$ cat config.mk
export PLATFORM = sky130hd
export DESIGN_NAME = incx_exec
export DESIGN_NICKNAME = d
export VERILOG_FILES = /design/src/pkg/incx_pkg.sv /design/src/rtl/incx_alu.sv /design/src/rtl/incx_exec.sv
export SDC_FILE = /design/constraint.sdc
export NUM_CORES = 1
export LEC_CHECK = 0
export BUFFER_PORTS_ARGS = -buffer_cell sky130_fd_sc_hd__buf_4
export CORE_ASPECT_RATIO = 0.5
export CORE_MARGIN = 2
export CORE_UTILIZATION = 41
export CTS_BUF_LIST = sky130_fd_sc_hd__clkbuf_4 sky130_fd_sc_hd__clkbuf_8
export DETAILED_ROUTE_END_ITERATION = 8
export MAX_ROUTING_LAYER = met4
export PLACE_DENSITY_LB_ADDON = 0.15
export SLEW_MARGIN = 20
export SYNTH_ARGS = -nofsm -noshare
export SYNTH_HDL_FRONTEND = slang
export SYNTH_SLANG_ARGS = --single-unit
$ cat constraint.sdc
create_clock -name core_clk -period 5.5 [get_ports core_clk]
set_clock_uncertainty 0.1 [all_clocks]
set_input_delay 0 -clock core_clk [delete_from_list [all_inputs] [get_ports core_clk]]
set_output_delay 0 -clock core_clk [all_outputs]
set_load 0.05 [all_outputs]
$ cat src/pkg/incx_pkg.sv
// constants and types shared by the increment execution block
package incx_pkg;

  localparam int unsigned INCX_DATA_W = 8;
  localparam int unsigned INCX_FADDR_W = 5;
  localparam int unsigned INCX_FILE_DEPTH = 32;
  localparam int unsigned INCX_INSTR_W = 12;

  // instruction word fields
  localparam int unsigned INCX_FADDR_LSB = 0;
  localparam int unsigned INCX_DEST_BIT = 5;
  localparam int unsigned INCX_OPC_LSB = 6;
  localparam int unsigned INCX_OPC_W = 6;

  // opcode field values, bits 11:6 of the instruction word
  localparam logic [5:0] INCX_OPC_INC = 6'h0a;
  localparam logic [5:0] INCX_OPC_INC_SKIP = 6'h0f;

  // destination select values
  localparam logic INCX_DEST_ACC = 1'b0;
  localparam logic INCX_DEST_FILE = 1'b1;

  // reset values
  localparam logic [7:0] INCX_ACC_RST = 8'h00;
  localparam logic [7:0] INCX_FILE_RST = 8'h00;
  localparam logic INCX_ZERO_RST = 1'b0;

  // increment step and the value that wraps to zero
  localparam logic [7:0] INCX_STEP = 8'h01;
  localparam logic [7:0] INCX_ALL_ONES = 8'hff;

  typedef enum logic [1:0] {
    INCX_OP_NONE,
    increment_file_reg,
    increment_then_skip_on_null
  } incx_op_e;

  typedef enum logic {
    INCX_ST_RUN,
    INCX_ST_DISCARD
  } incx_state_e;

endpackage

$ cat src/rtl/incx_alu.sv
// modulo-256 incrementer with zero detect
`timescale 1ns/1ps
`default_nettype none

module incx_alu
  import incx_pkg::*;
(
  input wire logic [7:0] operand,
  output logic [7:0] sum,
  output logic is_zero
);

  // (RL8) wrap modulo 256
  // the carry out is dropped on purpose: no carry flag is touched
  assign sum = 8'(operand + INCX_STEP);

  assign is_zero = (sum == 8'h00);

endmodule

`default_nettype wire

$ cat src/rtl/incx_exec.sv
// execution of the plain increment and the increment-and-skip instructions
`timescale 1ns/1ps
`default_nettype none

// Summary of operation
// (RL1) increment register, zero flag follows result
// (RL2) destination bit 0 writes accumulator only
// (RL3) destination bit 1 writes register back
// (RL4) increment-and-skip leaves status flags unchanged
// (RL5) skip only when result is zero
// (RL6) skip discards fetched instruction as idle
// (RL7) one word; one cycle, two if skipping
// (RL8) increment wraps modulo 256, no carry
module incx_exec
  import incx_pkg::*;
(
  input wire logic core_clk,
  input wire logic resetn,
  input wire logic instr_valid,
  input wire logic [11:0] instr_word,
  input wire logic pre_wr_en,
  input wire logic [4:0] pre_wr_addr,
  input wire logic [7:0] pre_wr_data,
  input wire logic [4:0] peek_addr,
  output logic [7:0] peek_data,
  output logic [7:0] acc,
  output logic zero_flag,
  output logic exec_done,
  output logic skip_taken,
  output logic idle_slot,
  output logic unhandled
);

  logic [7:0] file_q [INCX_FILE_DEPTH];
  incx_state_e state;
  incx_op_e op;
  logic [5:0] opc;
  logic dest;
  logic [4:0] faddr;
  logic [7:0] operand;
  logic [7:0] sum;
  logic is_zero;
  logic accept;
  logic discard;

  assign opc = instr_word[INCX_OPC_LSB +: INCX_OPC_W];
  assign dest = instr_word[INCX_DEST_BIT];
  assign faddr = instr_word[INCX_FADDR_LSB +: INCX_FADDR_W];

  // (RL1) decode the two opcodes
  always_comb
  begin
    case (opc)
      INCX_OPC_INC: op = increment_file_reg;
      INCX_OPC_INC_SKIP: op = increment_then_skip_on_null;
      default: op = INCX_OP_NONE;
    endcase
  end

  // (RL6) slot after a skip is swallowed
  assign discard = instr_valid && (state == INCX_ST_DISCARD);
  assign accept = instr_valid && (state == INCX_ST_RUN) && (op != INCX_OP_NONE);

  assign operand = file_q[faddr];

  incx_alu u_alu (
    .operand(operand),
    .sum(sum),
    .is_zero(is_zero)
  );

  // (RL3) write back into the file register
  // an execution write-back drops any preload in that cycle, whatever its address
  always_ff @(posedge core_clk or negedge resetn)
  begin
    if (!resetn)
    begin
      for (int i = 0; i < INCX_FILE_DEPTH; i++)
      begin
        file_q[i] <= INCX_FILE_RST;
      end
    end
    else if (accept && dest == INCX_DEST_FILE)
    begin
      file_q[faddr] <= sum;
    end
    else if (pre_wr_en)
    begin
      file_q[pre_wr_addr] <= pre_wr_data;
    end
  end

  // (RL2) accumulator destination
  always_ff @(posedge core_clk or negedge resetn)
  begin
    if (!resetn)
    begin
      acc <= INCX_ACC_RST;
    end
    else if (accept && dest == INCX_DEST_ACC)
    begin
      acc <= sum;
    end
  end

  // (RL4) only the plain increment touches zero
  always_ff @(posedge core_clk or negedge resetn)
  begin
    if (!resetn)
    begin
      zero_flag <= INCX_ZERO_RST;
    end
    else if (accept && op == increment_file_reg)
    begin
      zero_flag <= is_zero;
    end
  end

  // (RL5) arm the discard on a zero result
  // the next offered word is the prefetched one, however late it comes
  always_ff @(posedge core_clk or negedge resetn)
  begin
    if (!resetn)
    begin
      state <= INCX_ST_RUN;
    end
    else
    begin
      case (state)
        INCX_ST_RUN:
        begin
          if (accept && op == increment_then_skip_on_null && is_zero)
          begin
            state <= INCX_ST_DISCARD;
          end
        end
        INCX_ST_DISCARD:
        begin
          if (instr_valid)
          begin
            state <= INCX_ST_RUN;
          end
        end
        default: state <= INCX_ST_RUN;
      endcase
    end
  end

  // (RL7) retire pulses, second cycle is the idle slot
  always_ff @(posedge core_clk or negedge resetn)
  begin
    if (!resetn)
    begin
      exec_done <= 1'b0;
      skip_taken <= 1'b0;
      idle_slot <= 1'b0;
      unhandled <= 1'b0;
    end
    else
    begin
      exec_done <= accept;
      skip_taken <= accept && (op == increment_then_skip_on_null) && is_zero;
      idle_slot <= discard;
      unhandled <= instr_valid && (state == INCX_ST_RUN) && (op == INCX_OP_NONE);
    end
  end

  always_ff @(posedge core_clk or negedge resetn)
  begin
    if (!resetn)
    begin
      peek_data <= INCX_FILE_RST;
    end
    else
    begin
      peek_data <= file_q[peek_addr];
    end
  end
endmodule

`default_nettype wire

==> results of run 1 <==
## metal layers
| metal | global-route usage [%] | up-vias | share of wire (%) |
|---|---|---|---|
| met3 | 15.8 | 181 | 17 |
| li1 | - | 6025 | - |
| met2 | 45.9 | 1255 | 40 |
| met5 | - | - | 0 |
| met4 | 10.8 | 0 | 3.5 |
| met1 | 49.7 | 7714 | 40 |
## final cells by class
cell class / instances / area (um2) / share of cell area, %
sequential: 278 / 6960 / 37.7
inverter: 13 / 48.8 / 0.265
antenna: 1 / 2.50 / 0.0136
timing repair buffer: 111 / 991 / 5.37
clock buffer: 68 / 911 / 4.94
clock inverter: 8 / 95.1 / 0.516
tap: 530 / 663 / 3.60
multi-input combinational: 1125 / 8770 / 47.6
## worst max-delay path, cell delays in order (launching register included)
cell and delay, ns:
dfrtp_1 0.45, mux2i_1 0.22, o22ai_1 0.18, nor4_1 0.36
nand2_1 0.44, ha_2 0.41, xnor2_2 0.76, buf_4 0.46
a21oi_1 0.11, a31oi_1 0.17, dlygate4sd3_1 0.60, a21oi_1 0.04
## through the flow
step	hold WS, ns	instance area [um2]	setup slack (ns)	power, mW	util (%)
2_1_floorplan	-0.396	16300	2.52	3.87	-
5_1_grt	0.0689	18400	0.829	7.07	47.2
4_1_cts	0.00550	18400	1.20	6.78	47.2
6_report	0.0372	18400	1.05	6.87	47.2
3_3_place_gp	-0.0701	17100	1.24	4.67	43.7
3_5_place_dp	-0.0676	17100	1.25	4.70	43.7
## cell families after synthesis
logic type,after synthesis,share of synthesized area (%)
AO/OA/AOI/OAI,501,21.5
XOR/XNOR,7,0.376
adder cells (fa/ha/maj),2,0.153
buffers and inverters,134,3.77
flip-flops,278,42.6
multiplexers,216,20.2
AND/OR/NAND/NOR,399,11.4
## what timing repair did
| action | in CTS | in global routing |
|---|---|---|
| hold buffers | 35 | 0 |
| buffers inserted | 0 | 0 |
| endpoints found under the hold margin | 402 | 0 |
| endpoints found under the setup margin | 0 | 0 |
## state kept, by name, indices dropped and copies added (netlist names)
| name | cells |
|---|---|
| acc | 8 |
| exec_done | 1 |
| zero_flag | 1 |
| file_q | 256 |
| idle_slot | 1 |
| state | 1 |
| peek_data | 8 |
| skip_taken | 1 |
| unhandled | 1 |
## power breakdown
| part | total [mW] | switching, mW | internal (mW) |
|---|---|---|---|
| registers | 2.84 | 0.401 | 2.44 |
| clock network | 2.07 | 0.921 | 1.15 |
| logic | 1.96 | 1.22 | 0.736 |
## worst min path at each step
stage                               from         end  slack [ns]  cells after the start
after detailed placement          resetn       state       -0.07                      1
after CTS                  instr_word[4]  file_q[73]       0.005                      5
after global placement            resetn       state       -0.07                      1
final                      instr_word[4]  file_q[73]        0.04                      5
after floorplan                   resetn      acc[0]       -0.40                      0
after global routing      pre_wr_addr[3]  file_q[80]        0.07                      5
## placed cells by master (no fill, tap or decap), types with 5 or more instances in the layout
cell type | netlist | final
clkbuf_8 | 0 | 64
nor4_1 | 12 | 12
and3_1 | 7 | 7
dlygate4sd3_1 | 0 | 34
inv_1 | 13 | 13
dfrtp_1 | 278 | 278
a31oi_1 | 7 | 7
nand4bb_1 | 6 | 6
mux2i_1 | 118 | 118
nor3_1 | 5 | 5
o21ai_2 | 29 | 29
a22oi_1 | 181 | 181
o22ai_1 | 57 | 57
mux2_2 | 9 | 9
nand3_1 | 11 | 11
nor2b_1 | 6 | 6
nor2_2 | 6 | 6
and2_1 | 7 | 7
mux4_2 | 88 | 88
o21ai_0 | 122 | 122
or3_1 | 7 | 7
a21oi_1 | 28 | 28
nand3b_1 | 5 | 5
nand4_1 | 6 | 6
nand2_1 | 111 | 111
nor2_1 | 180 | 180
a221o_1 | 57 | 57
buf_4 | 3 | 70
==> impl_metrics.json, run 1 <==
{
  "core_area_mm2": 0.0391,
  "critical_path_class": "reg2reg",
  "syn-num-nets": 1573,
  "ctsLongestPathBuffers": 3,
  "ys_warn_count": 0,
  "cts_buffers": 45,
  "status": "completed",
  "fin_crit_ns": 4.45,
  "grt_start_max_net_pins": 128,
  "dp_hpwl_um": 49000,
  "gp_congestion": 1.04,
  "irDropWorstVdd_mv": 0.145,
  "crit_fanout": 20,
  "cts-root-buf": "clkbuf_8",
  "grt_usage_pct": 35.6,
  "io_pins": 55,
  "crit_path_end": "file_q[122]",
  "cts_resized": 0,
  "setup_viol": 0,
  "yosysMostFrequentCell": "dfrtp_1",
  "r2r_cells": 11,
  "antenna_found_initial": 3,
  "p_leak_nw": 7.71,
  "avgSynthCellArea_um2": 10.6,
  "synth_top_area_share_pct": 42.6,
  "cp.required_ns": 5.86,
  "cap_violations": 0,
  "first_global_vias": 14241,
  "fin_setup_tns_ns": 0,
  "relSlewSlack_pct": 22.9,
  "synth_cell_type_count": 60,
  "clk_pin_slew_ns": 0.08,
  "ys.flop_type": "dfrtp_1",
  "clock_latency_ns": 0.62,
  "drive_above_1_share_pct": 19.2,
  "wirelength_um": 72300,
  "tightest_slew_ns": 1.16,
  "rows": 51,
  "slew_violations": 0,
  "initialDrtViolationCount": 2722,
  "synth.largest_area_cell": "dfrtp_1",
  "dr.pass1.iters": 6,
  "end_kind": "flip-flop",
  "overflow": 0,
  "cts_tree": "done",
  "clock_sinks": 278,
  "ff2ff_setup_slack_ns": 1.05,
  "synth_edf_count": 0,
  "reg2reg_to": "file_q[122]",
  "die_x_um": 286,
  "final_nets": 1610,
  "synth_seq_cells": 278,
  "portBuffers": 54,
  "start_kind": "flip-flop",
  "async_flop_share_pct": 100,
  "rr_startpoint": "file_q[48]",
  "min_path_type": "in2reg",
  "netlist_area_mm2": 0.0163,
  "final_cells": 2134,
  "die_h_um": 145,
  "hold_viol": 0,
  "ant_nets": 0,
  "netlist_instances": 1537,
  "die-area_mm2": 0.0415,
  "drc": 0,
  "synthToLayoutAreaGrowth_pct": 13.1,
  "fill_cells": 3637,
  "dp_cells": 2022,
  "grt_pass1_wl_um": 105000,
  "start_util_pct": 41.8,
  "h-tree-depth": 2,
  "arrival_ns": 4.81,
  "routedWlPerCell_um": 33.9,
  "seq_area_frac_synth_pct": 42.6,
  "ys_top_cells_by_count": "dfrtp_1 (278), a22oi_1 (181), nor2_1 (180), o21ai_0 (122), mux2i_1 (118)",
  "rsz0062_at_grt": "false",
  "vias": 15175,
  "vias_per_cell": 7.11,
  "crit_start": "file_q[48]",
  "clock.fmax_mhz": 225,
  "synth_area_leaders": "dfrtp_1 (43%), mux4_2 (12%), a22oi_1 (8.3%), mux2i_1 (7.2%), nor2_1 (4.1%)",
  "p_per_area_mw_per_mm2": 372,
  "fin_crit_sh_pct": 80.9
}
(Power assumes the default switching activity.)
==> run 2: changes to the inputs <==
- ABC_AREA: default -> 1
- clock period: 5.5 -> 3.63 ns (I/O delays scaled with it)
==> run 2 against run 1 <==
Via count grew 35%. Largest power group unchanged. Hold slack lost 0.017 ns. Die area grew 12%. Non-clock buffer count grew 46. Synthesized cell count grew 72%. First-iteration DRC count grew 13%. Design area grew 12%. Largest cell class unchanged.
==> impl_metrics.json, run 2 <==
{
  "dp_cells": 3170,
  "synth_xor_area_share_pct": 0,
  "io_pins": 55,
  "cts-root-buf": "clkbuf_8",
  "dr.pass1.iters": 6,
  "multi_input_area_mm2": 0.00990,
  "fin_crit_sh_pct": 95.8,
  "die_h_um": 154,
  "clk_pin_slew_ns": 0.07,
  "wirelength_um": 85100,
  "grt_pass1_wl_um": 125000,
  "synth_top_area_share_pct": 37.9,
  "largestRegisters": "file_q x256, acc x8, peek_data x8",
  "tightest_slew_ns": 0.947,
  "final_nets": 2709,
  "arrival_ns": 3.87,
  "grt_start_max_net_pins": 113,
  "die_x_um": 303,
  "synth_top_family_by_area": "simple AND/OR/NAND/NOR gates",
  "ys_warn_count": 0,
  "cp_slowest_stage_delay_ns": 0.57,
  "seq_area_frac_synth_pct": 37.9,
  "portBuffers": 54,
  "gp_congestion": 1.00,
  "final_util_pct": 47.2,
  "p_per_area_mw_per_mm2": 409,
  "synthAdderAreaFrac_pct": 0.136,
  "netlist_instances": 2643,
  "final_cells": 3298,
  "final_cell_area_mm2": 0.0207,
  "core_area_mm2": 0.0438,
  "ys_top_cells_by_count": "nand2_1 (866), nand3_1 (345), dfrtp_1 (278), nor2_1 (184), o21ai_0 (164)",
  "largest_register": "file_q",
  "synth_seq_cells": 278,
  "syn-num-nets": 2679,
  "synth.largest_area_cell": "dfrtp_1",
  "clock_sinks": 278,
  "fin_setup_tns_ns": 0,
  "final_cell_mix": "nand2_1 (864), nand3_1 (345), dfrtp_1 (278), nor2_1 (181), o21ai_0 (164)",
  "cp.required_ns": 4.02,
  "routedWlPerCell_um": 25.8,
  "h-tree-depth": 2,
  "grt_usage_pct": 37.2,
  "ant_nets": 0,
  "min_path_type": "in2reg",
  "ctsLongestPathBuffers": 3,
  "slowest_stage": "dlygate4sd3_1",
  "fin_crit_ns": 3.48,
  "regArea_mm2": 0.00696,
  "setup_viol": 0,
  "drc": 0,
  "start_util_pct": 41.9,
  "antenna_found_initial": 1,
  "netlist_area_mm2": 0.0184,
  "critical_path_class": "in2reg",
  "synth_edf_count": 0,
  "crit_fanout": 36,
  "synthMuxAreaShare_pct": 0.123,
  "end_kind": "flip-flop",
  "ys.flop_type": "dfrtp_1",
  "placed_cell_area_mm2": 0.0192,
  "synthToLayoutAreaGrowth_pct": 12.8,
  "synth_cell_type_count": 37,
  "slew_violations": 0,
  "final_common_cell": "nand2_1",
  "yosys.area_share.simple_pct": 33.6,
  "cap_violations": 0,
  "p_leak_nw": 9.20,
  "irDropWorstVdd_mv": 0.209,
  "fill_cells": 4454,
  "clock.fmax_mhz": 288,
  "async_flop_share_pct": 100,
  "initialDrtViolationCount": 3085,
  "yosysMostFrequentCell": "nand2_1",
  "crit_chain": "dlygate4sd3_1 -> buf_4 -> nor3_2 -> dlygate4sd3_1 -> nand2_1 -> nand2_1 -> nand2_2 -> nor2_8 -> inv_6 -> nand3_2 -> nor2_2 -> nand2_1 -> nand2_1 -> inv_1 -> nand2_1 -> o211ai_1",
  "vias_per_cell": 6.21,
  "cts_buffers": 46,
  "rows": 54,
  "dp_hpwl_um": 54900,
  "start_kind": "input port",
  "overflow": 0,
  "vias": 20479,
  "avgSynthCellArea_um2": 6.95,
  "clock_latency_ns": 0.64,
  "relSlewSlack_pct": 36.8,
  "hold_viol": 0,
  "crit_path_frequent_cell": "nand2_1",
  "drive_above_1_share_pct": 11.6,
  "first_global_vias": 18645,
  "rsz0062_at_grt": "false",
  "die-area_mm2": 0.0466,
  "status": "completed",
  "synth_area_leaders": "dfrtp_1 (38%), nand2_1 (18%), nand3_1 (9.4%), o211ai_1 (5.6%), o21ai_0 (4.5%)",
  "synth_compound_area_share_pct": 19.9,
  "cts_tree": "done",
  "largest_register_ffs": 256
}
[run 2: cell types whose count changed after synthesis, sizes merged, moves of 36 or more]
| cell | delta |
|---|---|
| nand2 | +775 |
| nand3 | +335 |
| o211ai | +169 |
| a22oi | -162 |
| inv | +159 |
| mux2i | -119 |
| mux4 | -88 |
| o221ai | +69 |
| a221o | -57 |
| o22ai | -49 |
| o21ai | +42 |
| buf | +36 |
[run 2: logic make-up (layout without fill, tap and decap cells)]
| logic type | Yosys count | in the layout |
|---|---|---|
| AO/OA/AOI/OAI | 539 | 539 |
| adder cells (fa/ha/maj) | 2 | 2 |
| buffers and inverters | 350 | 416 |
| flip-flops | 278 | 278 |
| multiplexers | 2 | 2 |
| other | 0 | 1 |
| AND/OR/NAND/NOR | 1472 | 1472 |
[run 2: worst paths after layout]
kind / start / to / slack (ns) / depth (start not counted)
setup / recovery: instr_word[11] / file_q[211] / 0.15 / 16
hold / removal: instr_valid / idle_slot / 0.02 / 4
setup reg to reg: file_q[128] / file_q[161] / 0.33 / 14
hold reg to reg: acc[2] / acc[2] / 0.40 / 2
max in group asynchronous: resetn / file_q[226] / 2.17 / 4
min in group asynchronous: resetn / file_q[79] / 0.40 / 3
[run 2: metal layers]
layer / global-route usage [%] / share of wire [%] / vias up
met2: 50.0 / 40 / 1463
li1: - / - / 9023
met1: 52.8 / 42 / 9753
met3: 11.4 / 14 / 240
met4: 11.9 / 4.0 / 0
met5: - / 0 / -
[run 2: final cells by class]
cell class,instances,share of cell area [%]
multi-input cells,2015,47.8
flip-flops and latches,278,33.6
repair buffers,157,6.86
clock buffers,70,4.23
well taps,588,3.55
inverters,175,3.22
clock inverters,14,0.743
diodes,1,0.0121
[run 2: per-stage QoR]
stage / setup slack (ns) / hold slack, ns / power (mW)
floorplan: 1.18 / -0.396 / 4.43
global placement: 0.461 / 0.0460 / 5.15
detailed placement: 0.479 / 0.0410 / 5.15
CTS: 0.118 / 0.00548 / 8.39
global route: 0.00885 / 0.0509 / 8.70
finish: 0.153 / 0.0200 / 8.46
[run 2: report_power, final]
group	internal (mW)	switching (mW)	total (mW)
Combinational	0.473	1.27	1.74
Sequential	3.33	0.147	3.47
Clock	1.76	1.49	3.25
[run 2: what timing repair did]
| action | CTS | global route |
|---|---|---|
| setup buffers | 0 | 3 |
| resized for setup | 0 | 3 |
| endpoints found under the setup margin | 0 | 78 |
| hold endpoints to repair | 447 | 0 |
| hold buffers | 40 | 0 |
[run 2: critical path: cells and delay by family]
family	cells	cell delay [ns]
and+or+nand+nor	10	2.02
buffers and inverters	5	1.72
AOI/OAI and AO/OA	1	0.09
